<file path="config.mk">
export PLATFORM = sky130hd
export DESIGN_NAME = aco_top
export DESIGN_NICKNAME = d
export VERILOG_FILES = /design/src/aco_pkg.sv /design/src/aco_scaler_if.sv /design/src/aco_top.sv /design/src/aco_scaler.sv
export VERILOG_INCLUDE_DIRS = /design/src
export SDC_FILE = /design/constraint.sdc
export NUM_CORES = 1
export LEC_CHECK = 0
export ABC_AREA = 1
export BUFFER_PORTS_ARGS = -buffer_cell sky130_fd_sc_hd__buf_4
export CELL_PAD_IN_SITES_DETAIL_PLACEMENT = 0
export CELL_PAD_IN_SITES_GLOBAL_PLACEMENT = 1
export CORE_ASPECT_RATIO = 0.9
export CORE_MARGIN = 8
export CORE_UTILIZATION = 38
export DETAILED_ROUTE_END_ITERATION = 10
export PLACE_DENSITY_LB_ADDON = 0.08
export SETUP_SLACK_MARGIN = 0.15
export SLEW_MARGIN = 20
export SYNTH_ARGS = -nofsm -noshare
export SYNTH_HDL_FRONTEND = slang
export SYNTH_SLANG_ARGS = --single-unit
</file>
<file path="constraint.sdc">
create_clock -name CLOCK_IN -period 2.3 [get_ports CLOCK_IN]
set_input_delay 0.23 -clock CLOCK_IN [delete_from_list [all_inputs] [get_ports CLOCK_IN]]
set_output_delay 0.23 -clock CLOCK_IN [all_outputs]
set_load 0.05 [all_outputs]
</file>
<file path="src/aco_cfg.svh">
`ifndef ACO_CFG_SVH
`define ACO_CFG_SVH

// ----------------------------------------------------------------------
// register and cell layout
// ----------------------------------------------------------------------
`define ACO_CTRL_ADDR        8'h6A
`define ACO_CTRL_RST         20'h00000
`define ACO_CTRL_CODEC_BIT   11
`define ACO_CTRL_CPU_BIT     10
`define ACO_IOCFG_MASTER_BIT 1
`define ACO_OCFG_EXTRA_BIT   17
`define ACO_OCFG_BYPASS_BIT  8
`define ACO_CELL_RST         20'h00000
`define ACO_REFFREQ_RST      20'h04800

// ----------------------------------------------------------------------
// timing
// ----------------------------------------------------------------------
`define ACO_SYS_CLK_KHZ      100000
`define ACO_NCO_24M576       32'h7DD44135
`define ACO_NCO_22M5792      32'h739B16A4
`define ACO_CORE_DIV_RST     4'h1

`endif

</file>
<file path="src/aco_pkg.sv">
package aco_pkg;

  typedef enum logic [3:0] {
    ACO_FS_48K,
    ACO_FS_44K1,
    ACO_FS_32K,
    ACO_FS_24K,
    ACO_FS_22K05,
    ACO_FS_16K,
    ACO_FS_12K,
    ACO_FS_11K025,
    ACO_FS_8K
  } aco_fs_t;

  typedef enum logic [1:0] {
    ACO_CELL_IOCFG,
    ACO_CELL_OUTCLK,
    ACO_CELL_REFFREQ
  } aco_cell_t;

  typedef enum logic [1:0] {
    ACO_SCALE_1,
    ACO_SCALE_2,
    ACO_SCALE_4
  } aco_scale_t;

endpackage

</file>
<file path="src/aco_scaler_if.sv">
`timescale 1ns/1ps
`default_nettype none

interface aco_scaler_if;
  import aco_pkg::*;

  logic       edge_tick;
  logic       enable;
  logic       bypass;
  logic       extra;
  aco_scale_t scale;
  logic       clk_level;
  logic [3:0] half_period;

  modport ctrl (
    output edge_tick,
    output enable,
    output bypass,
    output extra,
    output scale,
    input  clk_level,
    input  half_period
  );

  modport scaler (
    input  edge_tick,
    input  enable,
    input  bypass,
    input  extra,
    input  scale,
    output clk_level,
    output half_period
  );
endinterface

`default_nettype wire

</file>
<file path="src/aco_top.sv">
`timescale 1ns/1ps
`default_nettype none
`include "aco_cfg.svh"

module aco_top
  import aco_pkg::*;
(
  input  wire logic        CLOCK_IN,
  input  wire logic        NRST_IN,
  input  wire logic        REG_WR_IN,
  input  wire logic [7:0]  REG_ADDR_IN,
  input  wire logic [19:0] REG_WDATA_IN,
  output logic      [19:0] REG_RDATA_OUT,
  input  wire logic        CELL_WR_IN,
  input  wire aco_cell_t   CELL_SEL_IN,
  input  wire logic [19:0] CELL_WDATA_IN,
  output logic      [19:0] CELL_RDATA_OUT,
  input  wire aco_fs_t     SAMPLE_RATE_IN,
  input  wire logic [15:0] PLL_TRIM_IN,
  input  wire logic [3:0]  CORE_DIV_IN,
  input  wire logic        DATA_NEED_IN,
  input  wire logic        DATA_STROBE_IN,
  output logic             DATA_ACCEPT_OUT,
  output logic             DATA_DEMAND_N_OUT,
  output logic             PLL_ENABLE_OUT,
  output logic             SYNTH_TICK_OUT,
  output logic             CORE_CLK_EN_OUT,
  output logic             REFERENCE_CLOCK_OUTPUT_OUT,
  output logic      [3:0]  REFERENCE_CLOCK_OUTPUT_HALF_PERIOD_OUT
);

  // ----------------------------------------------------------------------
  // declarations
  // ----------------------------------------------------------------------
  logic [19:0] ctrl_q;
  logic [19:0] ctrl_d;
  logic [19:0] iocfg_q;
  logic [19:0] iocfg_d;
  logic [19:0] outclk_q;
  logic [19:0] outclk_d;
  logic [19:0] reffreq_q;
  logic [19:0] reffreq_d;
  logic [31:0] phase_q;
  logic [31:0] phase_d;
  logic [32:0] phase_sum;
  logic [31:0] nco_base;
  logic [31:0] nco_trim;
  logic [31:0] nco_inc;
  logic        tick_q;
  logic [3:0]  core_cnt_q;
  logic [3:0]  core_cnt_d;
  logic [3:0]  core_div;
  logic        core_en_q;
  logic        core_en_d;
  logic        demand_n_q;
  logic        demand_n_d;
  logic        accept_q;
  logic        accept_d;
  logic        ctrl_wr;
  logic        cell_wr_io;
  logic        cell_wr_oc;
  logic        cell_wr_rf;
  logic        cpu_en;
  logic        codec_en;
  logic        master_mode;
  logic        family_44k;
  aco_scale_t  fs_scale;
  logic        reference_clock_output_q;
  logic        reference_clock_output_en;
  logic        ocfg_bypass;
  logic        ocfg_extra;

  aco_scaler_if sc_if ();

  // ----------------------------------------------------------------------
  // register and cell decode
  // ----------------------------------------------------------------------
  assign ctrl_wr    = REG_WR_IN && (REG_ADDR_IN == `ACO_CTRL_ADDR);
  assign cpu_en     = ctrl_q[`ACO_CTRL_CPU_BIT];
  assign codec_en   = ctrl_q[`ACO_CTRL_CODEC_BIT];
  assign cell_wr_io = CELL_WR_IN && (CELL_SEL_IN == ACO_CELL_IOCFG);
  // clock-out cell locked while the CPU enable bit (ctrl bit 10) is clear
  assign cell_wr_oc = CELL_WR_IN && (CELL_SEL_IN == ACO_CELL_OUTCLK) && cpu_en;
  assign cell_wr_rf = CELL_WR_IN && (CELL_SEL_IN == ACO_CELL_REFFREQ);

  assign ctrl_d    = ctrl_wr    ? REG_WDATA_IN  : ctrl_q;
  assign iocfg_d   = cell_wr_io ? CELL_WDATA_IN : iocfg_q;
  assign outclk_d  = cell_wr_oc ? CELL_WDATA_IN : outclk_q;
  assign reffreq_d = cell_wr_rf ? CELL_WDATA_IN : reffreq_q;

  always_ff @(posedge CLOCK_IN or negedge NRST_IN) begin
    if (!NRST_IN) begin
      ctrl_q <= `ACO_CTRL_RST;
    end else begin
      ctrl_q <= ctrl_d;
    end
  end

  always_ff @(posedge CLOCK_IN or negedge NRST_IN) begin
    if (!NRST_IN) begin
      iocfg_q <= `ACO_CELL_RST;
    end else begin
      iocfg_q <= iocfg_d;
    end
  end

  always_ff @(posedge CLOCK_IN or negedge NRST_IN) begin
    if (!NRST_IN) begin
      outclk_q <= `ACO_CELL_RST;
    end else begin
      outclk_q <= outclk_d;
    end
  end

  always_ff @(posedge CLOCK_IN or negedge NRST_IN) begin
    if (!NRST_IN) begin
      reffreq_q <= `ACO_REFFREQ_RST;
    end else begin
      reffreq_q <= reffreq_d;
    end
  end

  // ----------------------------------------------------------------------
  // readback
  // ----------------------------------------------------------------------
  logic [19:0] reg_rdata_d;
  logic [19:0] cell_rdata_d;
  logic [19:0] reg_rdata_q;
  logic [19:0] cell_rdata_q;

  assign reg_rdata_d  = (REG_ADDR_IN == `ACO_CTRL_ADDR) ? ctrl_q : 20'h00000;
  assign cell_rdata_d = (CELL_SEL_IN == ACO_CELL_IOCFG)   ? iocfg_q   :
                        (CELL_SEL_IN == ACO_CELL_OUTCLK)  ? outclk_q  :
                        (CELL_SEL_IN == ACO_CELL_REFFREQ) ? reffreq_q : 20'h00000;

  always_ff @(posedge CLOCK_IN or negedge NRST_IN) begin
    if (!NRST_IN) begin
      reg_rdata_q  <= 20'h00000;
      cell_rdata_q <= 20'h00000;
    end else begin
      reg_rdata_q  <= reg_rdata_d;
      cell_rdata_q <= cell_rdata_d;
    end
  end

  assign REG_RDATA_OUT  = reg_rdata_q;
  assign CELL_RDATA_OUT = cell_rdata_q;

  // ----------------------------------------------------------------------
  // mode selection
  // ----------------------------------------------------------------------
  assign master_mode = iocfg_q[`ACO_IOCFG_MASTER_BIT];

  // ----------------------------------------------------------------------
  // sample rate families
  // ----------------------------------------------------------------------
  always_comb begin
    family_44k = 1'b0;
    fs_scale   = ACO_SCALE_1;
    case (SAMPLE_RATE_IN)
      ACO_FS_48K: begin
        fs_scale = ACO_SCALE_1;
      end
      ACO_FS_44K1: begin
        family_44k = 1'b1;
        fs_scale   = ACO_SCALE_1;
      end
      ACO_FS_32K: begin
        fs_scale = ACO_SCALE_1;
      end
      ACO_FS_24K: begin
        fs_scale = ACO_SCALE_2;
      end
      ACO_FS_22K05: begin
        family_44k = 1'b1;
        fs_scale   = ACO_SCALE_2;
      end
      ACO_FS_16K: begin
        fs_scale = ACO_SCALE_2;
      end
      ACO_FS_12K: begin
        fs_scale = ACO_SCALE_4;
      end
      ACO_FS_11K025: begin
        family_44k = 1'b1;
        fs_scale   = ACO_SCALE_4;
      end
      ACO_FS_8K: begin
        fs_scale = ACO_SCALE_4;
      end
      default: begin
        family_44k = 1'b0;
        fs_scale   = ACO_SCALE_1;
      end
    endcase
  end

  // ----------------------------------------------------------------------
  // clock synthesizer
  // ----------------------------------------------------------------------
  // phase accumulator ticks once per synthesizer half period
  assign nco_base  = family_44k ? `ACO_NCO_22M5792 : `ACO_NCO_24M576;
  assign nco_trim  = {{16{PLL_TRIM_IN[15]}}, PLL_TRIM_IN};
  assign nco_inc   = master_mode ? nco_base : (nco_base + nco_trim);
  assign phase_sum = {1'b0, phase_q} + {1'b0, nco_inc};
  assign phase_d   = phase_sum[31:0];

  always_ff @(posedge CLOCK_IN or negedge NRST_IN) begin
    if (!NRST_IN) begin
      phase_q <= 32'h00000000;
      tick_q  <= 1'b0;
    end else begin
      phase_q <= phase_d;
      tick_q  <= phase_sum[32];
    end
  end

  assign SYNTH_TICK_OUT = tick_q;
  assign PLL_ENABLE_OUT = ~master_mode;

  // ----------------------------------------------------------------------
  // core clock divider
  // ----------------------------------------------------------------------
  assign core_div   = (CORE_DIV_IN == 4'h0) ? `ACO_CORE_DIV_RST : CORE_DIV_IN;
  assign core_en_d  = tick_q && (core_cnt_q >= (core_div - 4'h1));
  assign core_cnt_d = !tick_q ? core_cnt_q :
                      (core_en_d ? 4'h0 : core_cnt_q + 4'h1);

  always_ff @(posedge CLOCK_IN or negedge NRST_IN) begin
    if (!NRST_IN) begin
      core_cnt_q <= 4'h0;
      core_en_q  <= 1'b0;
    end else begin
      core_cnt_q <= core_cnt_d;
      core_en_q  <= core_en_d;
    end
  end

  assign CORE_CLK_EN_OUT = core_en_q;

  // ----------------------------------------------------------------------
  // data demand
  // ----------------------------------------------------------------------
  assign demand_n_d = ~(master_mode && DATA_NEED_IN);
  assign accept_d   = DATA_STROBE_IN && (!master_mode || !demand_n_q);

  always_ff @(posedge CLOCK_IN or negedge NRST_IN) begin
    if (!NRST_IN) begin
      demand_n_q <= 1'b1;
      accept_q   <= 1'b0;
    end else begin
      demand_n_q <= demand_n_d;
      accept_q   <= accept_d;
    end
  end

  assign DATA_DEMAND_N_OUT = demand_n_q;
  assign DATA_ACCEPT_OUT   = accept_q;

  // ----------------------------------------------------------------------
  // reference clock output
  // ----------------------------------------------------------------------
  assign reference_clock_output_en         = cpu_en || codec_en;
  assign ocfg_bypass     = outclk_q[`ACO_OCFG_BYPASS_BIT];
  assign ocfg_extra      = outclk_q[`ACO_OCFG_EXTRA_BIT];
  assign sc_if.edge_tick = tick_q;
  assign sc_if.enable    = reference_clock_output_en;
  assign sc_if.bypass    = ocfg_bypass;
  assign sc_if.extra     = ocfg_extra;
  assign sc_if.scale     = fs_scale;

  aco_scaler u_scaler (
    .clk_in  (CLOCK_IN),
    .nrst_in (NRST_IN),
    .sc      (sc_if.scaler)
  );

  always_ff @(posedge CLOCK_IN or negedge NRST_IN) begin
    if (!NRST_IN) begin
      reference_clock_output_q <= 1'b0;
    end else begin
      reference_clock_output_q <= sc_if.clk_level;
    end
  end

  assign REFERENCE_CLOCK_OUTPUT_OUT = reference_clock_output_q;
  assign REFERENCE_CLOCK_OUTPUT_HALF_PERIOD_OUT       = sc_if.half_period;

endmodule

`default_nettype wire

</file>
<file path="src/aco_scaler.sv">
`timescale 1ns/1ps
`default_nettype none

module aco_scaler
  import aco_pkg::*;
(
  input  wire logic clk_in,
  input  wire logic nrst_in,
  aco_scaler_if.scaler sc
);

  // ----------------------------------------------------------------------
  // divisor selection
  // ----------------------------------------------------------------------
  logic [3:0] base_div;
  logic [3:0] target_div;
  logic [3:0] cnt_q;
  logic [3:0] half_q;
  logic       lvl_q;
  logic       at_end;

  assign base_div   = (sc.scale == ACO_SCALE_4) ? 4'h4 :
                      (sc.scale == ACO_SCALE_2) ? 4'h2 : 4'h1;
  assign target_div = sc.bypass ? 4'h1 :
                      (sc.extra ? {base_div[2:0], 1'b0} : base_div);
  assign at_end     = (cnt_q == (half_q - 4'h1));

  // ----------------------------------------------------------------------
  // output divider
  // ----------------------------------------------------------------------
  // new divisor loads only at a falling edge or while disabled, so every period is whole
  always_ff @(posedge clk_in or negedge nrst_in) begin
    if (!nrst_in) begin
      cnt_q  <= 4'h0;
      lvl_q  <= 1'b0;
      half_q <= 4'h1;
    end else if (!sc.enable) begin
      cnt_q  <= 4'h0;
      lvl_q  <= 1'b0;
      half_q <= target_div;
    end else if (sc.edge_tick) begin
      if (at_end) begin
        cnt_q <= 4'h0;
        lvl_q <= ~lvl_q;
        if (lvl_q) begin
          half_q <= target_div;
        end
      end else begin
        cnt_q <= cnt_q + 4'h1;
      end
    end
  end

  assign sc.clk_level   = lvl_q;
  assign sc.half_period = half_q;

endmodule

`default_nettype wire

</file>
==> results of run 1 <==
kinds of logic after synthesis:
| logic type | Yosys count |
|---|---|
| XOR/XNOR | 24 |
| AO/OA/AOI/OAI | 166 |
| flip-flops | 170 |
| adder cells (fa/ha/maj) | 60 |
| buffers and inverters | 246 |
| AND/OR/NAND/NOR | 713 |
where the power goes:
group / switching [W] / total [W] / internal [W]
Sequential: 0.000449 / 0.00412 / 0.00367
Clock: 0.00156 / 0.00308 / 0.00152
Combinational: 0.00547 / 0.00994 / 0.00447
Total: 0.00749 / 0.0171 / 0.00965
stage by stage:
step | utilization, % | hold slack, ns | setup slack [ns]
finish | 58.4 | 0.0296 | -0.563
floorplan | - | -0.0656 | -0.675
global route | 58.4 | 0.0240 | -0.690
global placement | 48.5 | 0.159 | -1.46
CTS | 54.6 | 0.0131 | -0.568
detailed placement | 48.5 | 0.162 | -1.43
Yosys cell counts:
library cell,count
nand2_1,445
inv_1,217
dfrtp_1,166
nor2_1,132
o21ai_0,86
nand3_1,78
a21oi_1,60
ha_1,59
clkbuf_1,23
nand4_1,21
xor2_1,19
nor3_1,11
nand2_2,7
o21bai_1,5
xnor2_1,5
dfstp_2,4
o211ai_1,4
or2_2,4
a21boi_0,3
buf_2,3
nor2_2,3
a211oi_1,2
buf_1,2
nand3_2,2
nand3b_1,2
nor3_2,2
nor4_1,2
a21boi_2,1
a21oi_2,1
a31o_2,1
and2_1,1
fa_1,1
inv_2,1
nand2_4,1
nor4_2,1
o21ai_1,1
o21ai_2,1
o31ai_1,1
or2_0,1
worst min-delay path, delay by kind of cell:
kind | cells | cell delay, ns
AOI/OAI and AO/OA | 1 | 0.10
buffers and inverters | 1 | 0.08
and+or+nand+nor | 1 | 0.03
registers in the layout, summed over array words and instances, names as in the netlist, 4 cells and up:
signal	flops
reffreq_q	20
u_scaler.cnt_q	4
ctrl_q	20
REG_RDATA_OUT	20
CELL_RDATA_OUT	20
phase_q	32
core_cnt_q	4
iocfg_q	20
u_scaler.sc.half_period	4
outclk_q	20
area by class of cell:
type                    instances  share of cell area, %
multi-input cells             963                   43.0
flip-flops and latches        170                   28.1
repair buffers                303                   16.2
inverters                     218                   5.59
well taps                     348                   2.88
clock buffers                  17                   2.81
clock inverters                15                   1.38
layer usage:
metal  GRT usage (%)  vias up  wire (um)
li1                -     4906          -
met1            25.7     4546      14600
met2            30.3      206      14100
met3            4.25       25       1570
met4            4.59        0        405
met5               0        -          0
placed cells by master, fill, tap and decap left out, types with 4 or more instances in the layout:
cell type,instances
nand2_1,324
buf_4,270
inv_1,174
dfrtp_1,166
nand2_2,94
nor2_1,85
o21ai_0,70
nand3_1,56
inv_2,37
ha_4,33
nor2_4,32
nand2_4,30
a21oi_1,29
a21oi_2,23
ha_1,23
buf_6,23
nand4_1,21
nor2_2,18
nand3_2,18
xor2_1,18
clkbuf_16,17
o21ai_1,11
nor3_2,11
a21oi_4,9
o21ai_2,7
inv_4,6
nand3_4,6
clkinv_8,6
buf_12,6
inv_12,5
nand2_8,5
dfstp_2,4
o211ai_1,4
worst max path at each step:
stage | startpoint | to | depth (start not counted)
2_1_floorplan | SAMPLE_RATE_IN[0] | phase_q[29] | 25
3_3_place_gp | SAMPLE_RATE_IN[0] | phase_q[19] | 24
3_5_place_dp | SAMPLE_RATE_IN[0] | phase_q[19] | 24
4_1_cts | SAMPLE_RATE_IN[0] | phase_q[21] | 25
5_1_grt | SAMPLE_RATE_IN[0] | phase_q[19] | 25
6_report | SAMPLE_RATE_IN[0] | phase_q[24] | 25
what timing repair did:
action                                 4_1_cts  5_1_grt
pin swaps                                   89      116
endpoints found under the hold margin       34        0
setup endpoints to repair                   30       30
hold buffers                                 2        0
resized for setup                          216      224
buffers inserted                            18       15
==> flow_metrics.tcl, run 1 <==
set metrics [dict create \
    outcome "finished, violations left" \
    failed_checks "negative setup slack" \
    synth-seq-area-share_pct 42.7 \
    synthSimpleGateAreaFrac_pct 29.4 \
    drt_wl_total_um 30600 \
    finalSetupTns_ns -12.19 \
    final_area_mm2 0.0151 \
    hold_depth 3 \
    fin_cells 2034 \
    ant_nets 0 \
    grt-ovfl-total 0 \
    synth_compound_area_share_pct 8.88 \
    layout_setup_ws_ns -0.563 \
    critPathLaunchType "input pin" \
    synthAdderAreaFrac_pct 7.60 \
    clock-sinks 170 \
    regArea_mm2 0.00426 \
    synth_top_area_share_pct 41.6 \
    max_freq_mhz 349 \
    postSynthAreaPerCell_um2 7.23 \
    die_area_mm2 0.0317 \
    min_period_ns 2.86 \
    routedWlPerCell_um 15.1 \
    dpl.cell_count 1967 \
    drtIter0Drc 462 \
    post-synth-top-area-cell "dfrtp_1" \
    skew_ns 0.0168 \
    firstDrtPassIters 5 \
    worstSetupPathType "input pin to flip-flop" \
    path_clk_slew_ns 0.09 \
    num_antenna_cells 0 \
    max_stage_delay_ns 0.30 \
    area_delta_synth_final_pct 51.7 \
    final_nets 1813 \
    min_from "REG_WDATA_IN[2]" \
    crit_family "simple AND/OR/NAND/NOR gates" \
    synth.area.mux_share_pct 0 \
    yosysWarningCount 0 \
    dpl.hpwl_um 22300 \
    pin_count 130 \
    htreeDepth 4 \
    portBuffers 129 \
    cp-end-kind "flip-flop" \
    crit_buf_inv 6 \
    crit_fanout 6 \
    die_x_um 187 \
    cts_tree "done" \
    initial_core_util_pct 38.5 \
    drc 0 \
    multi_input_area_mm2 0.00650 \
    layout-drive-gt1-share_pct 40.9 \
    vias 9683 \
    synthTopCellsByArea "dfrtp_1, nand2_1, inv_1" \
    rsz0062_at_grt "yes" \
    cpMaxStageDelayCell "ha_4" \
    clockBufferDepth 2 \
    syn-num-nets 1519 \
    hold_violations 0 \
    worstMarginPinSlew_ns 0.663 \
    synth_top_family_by_area "simple AND/OR/NAND/NOR gates" \
    r2r_slack_ns -0.08 \
    worstHoldPathType "input pin to flip-flop" \
    slew_viol_final 0 \
    r2r-start "iocfg_q[1]" \
    critical_path_arrival_ns 3.18 \
    core-area_mm2 0.0259 \
    slew_headroom_pct 55.7 \
    cts-root-buf "clkbuf_16" \
    power_w 0.0171 \
    ys_ff_latch 170 \
    r2r_end "phase_q[30]" \
    synth_cell_types 39 \
    hold_end "ctrl_q[2]" \
    grt_pass1_wl_um 49000 \
    synth_xor_area_share_pct 2.11 \
    gp_congestion 0.877 \
    max_cap_viol_count 0 \
    crit_required_ns 2.62 \
    grt_usage_pct 18.9 \
    rows 56 \
    placed_area_mm2 0.0126 \
    die_height_um 170 \
    cts-buffers-inserted 17 \
    synthCells 1379 \
    clk_latency_ns 0.44 \
    r2r_cells 16 \
    grt_pass1_vias 9495 \
    fillCellCount 2410 \
    timing.final.crit_share_pct 124 \
    leakage_nw 7.86 \
    grt_start_max_net_pins 63 \
    syn_area_mm2 0.00997 \
    antenna_found_initial 0 \
    setup_violations 28 \
    vias_per_cell 4.76 \
    vdd_ir_drop_max_mv 0.545 \
    powerDensity_mw_per_mm2 1130 \
]
No activity file was read; power rests on OpenSTA's default activity.
==> run 2: changes to the inputs <==
- PLACE_DENSITY_LB_ADDON: 0.08 -> 0.25
==> flow_metrics.tcl, run 2 (synthesis results as in run 1) <==
set metrics [dict create \
    rows 56 \
    skew_ns 0.0155 \
    hold_depth 3 \
    ant_nets 0 \
    dpl.cell_count 1960 \
    slew_headroom_pct 54.6 \
    max_cap_viol_count 0 \
    p_switching_w 0.00727 \
    worstPathCellList "buf_8 > nand2_4 > inv_2 > or2_4 > a21oi_4 > buf_12 > buf_6 > ha_4 > nand2_2 > inv_2 > nand2_4 > nand2_4 > nand2_2 > nand2_2 > xnor2_1 > o21ai_1 > ha_4 > a21oi_4 > nand2_2 > a21oi_2 > nand2_2 > buf_6 > xor2_1" \
    cts-root-buf "clkbuf_16" \
    htreeDepth 4 \
    r2r-start "iocfg_q[1]" \
    dr_wl_met2_um 13500 \
    r2r_cells 13 \
    clockBufferDepth 2 \
    outcome "finished, violations left" \
    core-area_mm2 0.0259 \
    worstHoldPathType "input pin to flip-flop" \
    grt_usage_pct 18.6 \
    wl_met1_um 14400 \
    grt_pass1_wl_um 47800 \
    drtIter0Drc 610 \
    vias 9678 \
    cts_tree "done" \
    final_cell_mix "nand2_1, buf_4, inv_1, dfrtp_1, nor2_1" \
    die_height_um 170 \
    leakage_nw 7.87 \
    initial_core_util_pct 38.5 \
    gp_congestion 0.887 \
    grt_pass1_vias 9352 \
    grt-ovfl-total 0 \
    multi_input_area_mm2 0.00637 \
    intPower_w 0.00949 \
    crit_buf_inv 6 \
    hold_end "ctrl_q[6]" \
    regArea_mm2 0.00426 \
    fin_cells 2029 \
    r2r_end "phase_q[28]" \
    pin_count 130 \
    firstDrtPassIters 5 \
    largest_register_ffs 32 \
    layout_setup_ws_ns -0.584 \
    clk_latency_ns 0.45 \
    drc 0 \
    rsz0062_at_grt "yes" \
    highest_layer "met4" \
    failed_checks "negative setup slack" \
    timing.final.crit_share_pct 125 \
    clock-sinks 170 \
    die_area_mm2 0.0317 \
    crit_required_ns 2.64 \
    fillCellCount 2409 \
    switching_share_pct 43.4 \
    cpMaxStageDelayCell "o21ai_1" \
    min_period_ns 2.88 \
    met3_length_um 1740 \
    cp_common_cell "nand2_2" \
    slew_viol_final 0 \
    fin_util_pct 57.4 \
    critical_path_arrival_ns 3.22 \
    grt_start_max_net_pins 58 \
    clock_power_share_pct 17.3 \
    num_antenna_cells 0 \
    vdd_ir_drop_max_mv 0.537 \
    layout-drive-gt1-share_pct 38.2 \
    cp-end-kind "flip-flop" \
    setup_violations 27 \
    hold_violations 0 \
    final_nets 1808 \
    die_x_um 187 \
    worstMarginPinSlew_ns 0.681 \
    regMostFlops "phase_q" \
    vias_per_cell 4.77 \
    worstSetupPathType "input pin to flip-flop" \
    crit_family "simple AND/OR/NAND/NOR gates" \
    min_from "REG_WDATA_IN[6]" \
    max_freq_mhz 347 \
    drt_wl_total_um 30200 \
    powerDensity_mw_per_mm2 1130 \
    portBuffers 129 \
    routedWlPerCell_um 14.9 \
    power_w 0.0168 \
    path_clk_slew_ns 0.07 \
    layout_commonest_cell "nand2_1" \
    seq_power_share_pct 24.6 \
    p_comb_share_pct 58.1 \
    crit_fanout 5 \
    r2r_slack_ns -0.16 \
    critPathLaunchType "input pin" \
    max_stage_delay_ns 0.28 \
    area_delta_synth_final_pct 49.2 \
    dpl.hpwl_um 21700 \
    cts-buffers-inserted 17 \
    antenna_found_initial 0 \
]
run 2: cell types whose count changed in the layout (fill, tap and decap cells not counted), sizes merged:
cell | before | now
clkinvlp | 0 | 1
clkbuf | 17 | 18
clkinv | 7 | 5
buf | 301 | 296
run 2: timing repair:
item | 4_1_cts | 5_1_grt
hold endpoints to repair | 39 | 0
pin swaps | 104 | 87
hold buffers | 2 | 0
resized for setup | 235 | 150
buffers inserted | 18 | 17
setup endpoints to repair | 30 | 30
run 2: metrics by stage:
stage	hold slack, ns	instance area [um^2]	setup WS (ns)	setup TNS [ns]
floorplan	-0.0656	10200	-0.675	-16.12
global placement	0.184	12500	-1.30	-34.00
detailed placement	0.189	12500	-1.32	-34.47
CTS	0.0130	14200	-0.606	-13.64
global route	0.0142	14900	-0.699	-16.52
finish	0.0232	14900	-0.584	-13.18
run 2: worst reg2reg max path, delay by kind of cell (launching register included):
kind | cells | cell delay [ns]
simple gates | 7 | 0.74
compound gates | 1 | 0.26
fa+ha+maj | 1 | 0.32
buf+inv | 4 | 0.63
flops | 1 | 0.40
run 2: worst max path at each step:
stage | start | endpoint | slack [ns] | cells after the start
after global routing | SAMPLE_RATE_IN[0] | phase_q[24] | -0.70 | 27
after CTS | SAMPLE_RATE_IN[1] | SYNTH_TICK_OUT | -0.61 | 27
after global placement | SAMPLE_RATE_IN[1] | phase_q[12] | -1.30 | 21
after detailed placement | SAMPLE_RATE_IN[1] | phase_q[12] | -1.32 | 21
final | SAMPLE_RATE_IN[0] | phase_q[14] | -0.58 | 23
after floorplan | SAMPLE_RATE_IN[0] | phase_q[29] | -0.67 | 25
run 2: layer usage:
layer	vias up	GRT usage, %
met5	-	0
met4	0	4.86
met3	35	5.12
met2	223	29.4
met1	4525	25.0
li1	4895	-
run 2: power by group through the flow:
stage | sequential (W) | combinational (W) | clock (W)
finish | 0.00412 | 0.00974 | 0.00290
floorplan | 0.00428 | 0.00408 | 0
global placement | 0.00409 | 0.00698 | 0
CTS | 0.00410 | 0.00844 | 0.00299
detailed placement | 0.00410 | 0.00705 | 0
global route | 0.00420 | 0.0106 | 0.00312
run 2: final cells by class:
| class | count | area share, % |
|---|---|---|
| clock buffer | 18 | 2.95 |
| clock inverter | 14 | 1.01 |
| inverter | 218 | 5.70 |
| multi-input combinational | 963 | 42.8 |
| sequential | 170 | 28.6 |
| tap | 348 | 2.93 |
| timing repair buffer | 298 | 16.0 |
==> run 3: changes to the inputs <==
- SYNTH_HIERARCHICAL: default -> 1
==> flow_metrics.tcl, run 3 <==
set metrics [dict create \
    outcome "finished, violations left" \
    failed_checks "negative setup slack" \
    grt-ovfl-total 0 \
    dp_slack_ns -0.990 \
    regArea_mm2 0.00426 \
    ys_top_cells_by_count "nand2_1, inv_1, dfrtp_1, nor2_1, o21ai_0" \
    powerDensity_mw_per_mm2 1110 \
    fillCellCount 2448 \
    multi_input_area_mm2 0.00616 \
    dpl.hpwl_um 21100 \
    drtIter0Drc 536 \
    largest_register_ffs 32 \
    postSynthAreaPerCell_um2 7.19 \
    vias 9396 \
    synth-seq-area-share_pct 42.8 \
    cp-end-kind "flip-flop" \
    post-synth-top-area-cell "dfrtp_1" \
    leakage_nw 7.89 \
    syn-num-nets 1525 \
    fin_cells 2017 \
    yosysWarningCount 6 \
    grt_pass1_vias 9575 \
    crit_fanout 6 \
    skew_ns 0.0205 \
    grt_start_max_net_pins 58 \
    startpoint "SAMPLE_RATE_IN[2]" \
    final_nets 1796 \
    synth_top_area_share_pct 41.7 \
    synthCells 1385 \
    die_x_um 187 \
    path_clk_slew_ns 0.09 \
    placed_area_mm2 0.0123 \
    area_delta_synth_final_pct 47.8 \
    fin_util_pct 56.8 \
    drt_wl_total_um 29100 \
    cpMaxStageDelayCell "ha_4" \
    num_antenna_cells 0 \
    rsz0062_at_grt "yes" \
    vias_per_cell 4.66 \
    ant_nets 0 \
    die_area_mm2 0.0317 \
    firstDrtPassIters 6 \
    final_cell_mix "nand2_1, buf_4, inv_1, dfrtp_1, nand2_2" \
    die_height_um 170 \
    grt_pass1_wl_um 47500 \
    rows 56 \
    dominantRegCellSynth "dfrtp_1" \
    antenna_found_initial 0 \
    critPathLaunchType "input pin" \
    ys_ff_latch 170 \
    timing.final.crit_share_pct 120 \
    max_stage_delay_ns 0.31 \
    setup_violations 31 \
    worstHoldPathType "input pin to flip-flop" \
    syn_area_mm2 0.00996 \
    regMostFlops "phase_q" \
    max_cap_viol_count 0 \
    pin_count 130 \
    synth_cell_types 40 \
    routedWlPerCell_um 14.4 \
    async_reset_ff_share_pct 100 \
    synth_edf_count 0 \
    grt_usage_pct 18.3 \
    min_period_ns 2.75 \
    hold_violations 0 \
    crit_required_ns 2.63 \
    gp_congestion 0.850 \
    vdd_ir_drop_max_mv 0.533 \
    cp_common_cell "nand2_4" \
    cts-buffers-inserted 17 \
    drc 0 \
    layout_setup_ws_ns -0.454 \
    portBuffers 129 \
    cts-root-buf "clkbuf_16" \
    worstMarginPinSlew_ns 0.690 \
    htreeDepth 4 \
    cts_tree "done" \
    clk_latency_ns 0.45 \
    synthTopCellsByArea "dfrtp_1, nand2_1, inv_1" \
    slew_viol_final 0 \
    slew_headroom_pct 53.8 \
    initial_core_util_pct 38.4 \
    final_area_mm2 0.0147 \
    max_freq_mhz 363 \
    layout_commonest_cell "nand2_1" \
    worstSetupPathType "input pin to flip-flop" \
    critical_path_arrival_ns 3.08 \
    synth.most_common_cell "nand2_1" \
    crit_buf_inv 6 \
    worstPathCellList "buf_12 > inv_16 > nand4_1 > nand2_4 > clkinv_8 > ha_4 > nand2_1 > nand2_1 > inv_2 > o21ai_1 > nand2_1 > xor2_1 > o21ai_2 > ha_4 > nand2_4 > inv_6 > nand2_2 > nand2_4 > a21oi_4 > nand2_4 > buf_6 > xor2_1" \
    r2r-start "iocfg_q[1]" \
    dpl.cell_count 1942 \
    clockBufferDepth 2 \
    layout-drive-gt1-share_pct 39.5 \
    core-area_mm2 0.0259 \
    clock-sinks 170 \
    min_from "REG_WDATA_IN[6]" \
    crit_family "simple AND/OR/NAND/NOR gates" \
]
## run 3: cell count changes after synthesis, moves of 3 or more
| cell | before | now |
|---|---|---|
| buf_6 | 0 | 4 |
| inv_1 | 217 | 228 |
| inv_2 | 1 | 5 |
| nand2_1 | 445 | 467 |
| nand2_2 | 7 | 14 |
| nand3_1 | 78 | 75 |
| nand4_1 | 21 | 10 |
| nor2_1 | 132 | 124 |
| nor3_1 | 11 | 6 |
| o211ai_1 | 4 | 1 |
| or2_2 | 4 | 1 |
## run 3: worst register-to-register path: cells and delay by family (launching register included)
| kind | cells | cell delay, ns |
|---|---|---|
| AND/OR/NAND/NOR | 5 | 0.69 |
| flip-flops | 1 | 0.46 |
| buffers and inverters | 2 | 0.34 |
| AO/OA/AOI/OAI | 2 | 0.37 |
| adder cells (fa/ha/maj) | 1 | 0.38 |
## run 3: cells by family (layout without fill, tap and decap cells)
| kind of cell | Yosys count | count (layout) | synth area share [%] |
|---|---|---|---|
| simple gates | 713 | 713 | 29.3 |
| flops | 170 | 170 | 42.8 |
| compound gates | 158 | 158 | 8.29 |
| xor+xnor | 21 | 21 | 1.85 |
| fa+ha+maj | 60 | 60 | 7.61 |
| buf+inv | 263 | 547 | 10.2 |
## run 3: area by class of cell
cell class,instances,area share (%)
repair buffers,281,15.5
well taps,348,2.96
flip-flops and latches,170,28.9
clock inverters,15,1.58
inverters,234,6.35
clock buffers,17,2.89
multi-input cells,952,41.8
## run 3: what timing repair did
item,in CTS,in global routing
hold buffers,2,0
buffers inserted,27,14
resized for setup,172,227
pin swaps,59,144
endpoints found under the hold margin,45,0
setup endpoints to repair,29,33
## run 3: worst paths after layout
kind / end / slack (ns) / depth (start not counted)
setup / recovery: phase_q[15] / -0.45 / 22
hold / removal: ctrl_q[6] / 0.02 / 3
setup reg to reg: SYNTH_TICK_OUT / -0.06 / 10
hold reg to reg: REFERENCE_CLOCK_OUTPUT_OUT / 0.41 / 0
max in group asynchronous: phase_q[17] / 1.28 / 3
min in group asynchronous: outclk_q[16] / 0.27 / 2
## run 3: power by group
group / leakage [nW] / switching (W) / internal (W) / total, W
clock: 0.316 / 0.00165 / 0.00156 / 0.00321
sequential: 2.05 / 0.000433 / 0.00366 / 0.00410
combinational: 5.52 / 0.00511 / 0.00393 / 0.00905
total: 7.89 / 0.00720 / 0.00916 / 0.0164
## run 3: through the flow
step                      TNS (ns)  hold slack [ns]  power (W)
after floorplan              -9.33          -0.0656    0.00830
after global placement      -23.79            0.208     0.0107
after detailed placement    -24.35            0.211     0.0107
after CTS                    -6.90          0.00689     0.0150
after global routing        -13.33           0.0257     0.0176
final                        -9.09           0.0182     0.0164
## run 3: metal layers
layer	vias up	routed length [um]	GRT usage (%)
met5	-	0	0
met1	4398	13500	23.5
met3	31	1560	4.99
met2	156	13600	30.6
met4	0	392	3.73
li1	4811	-	-
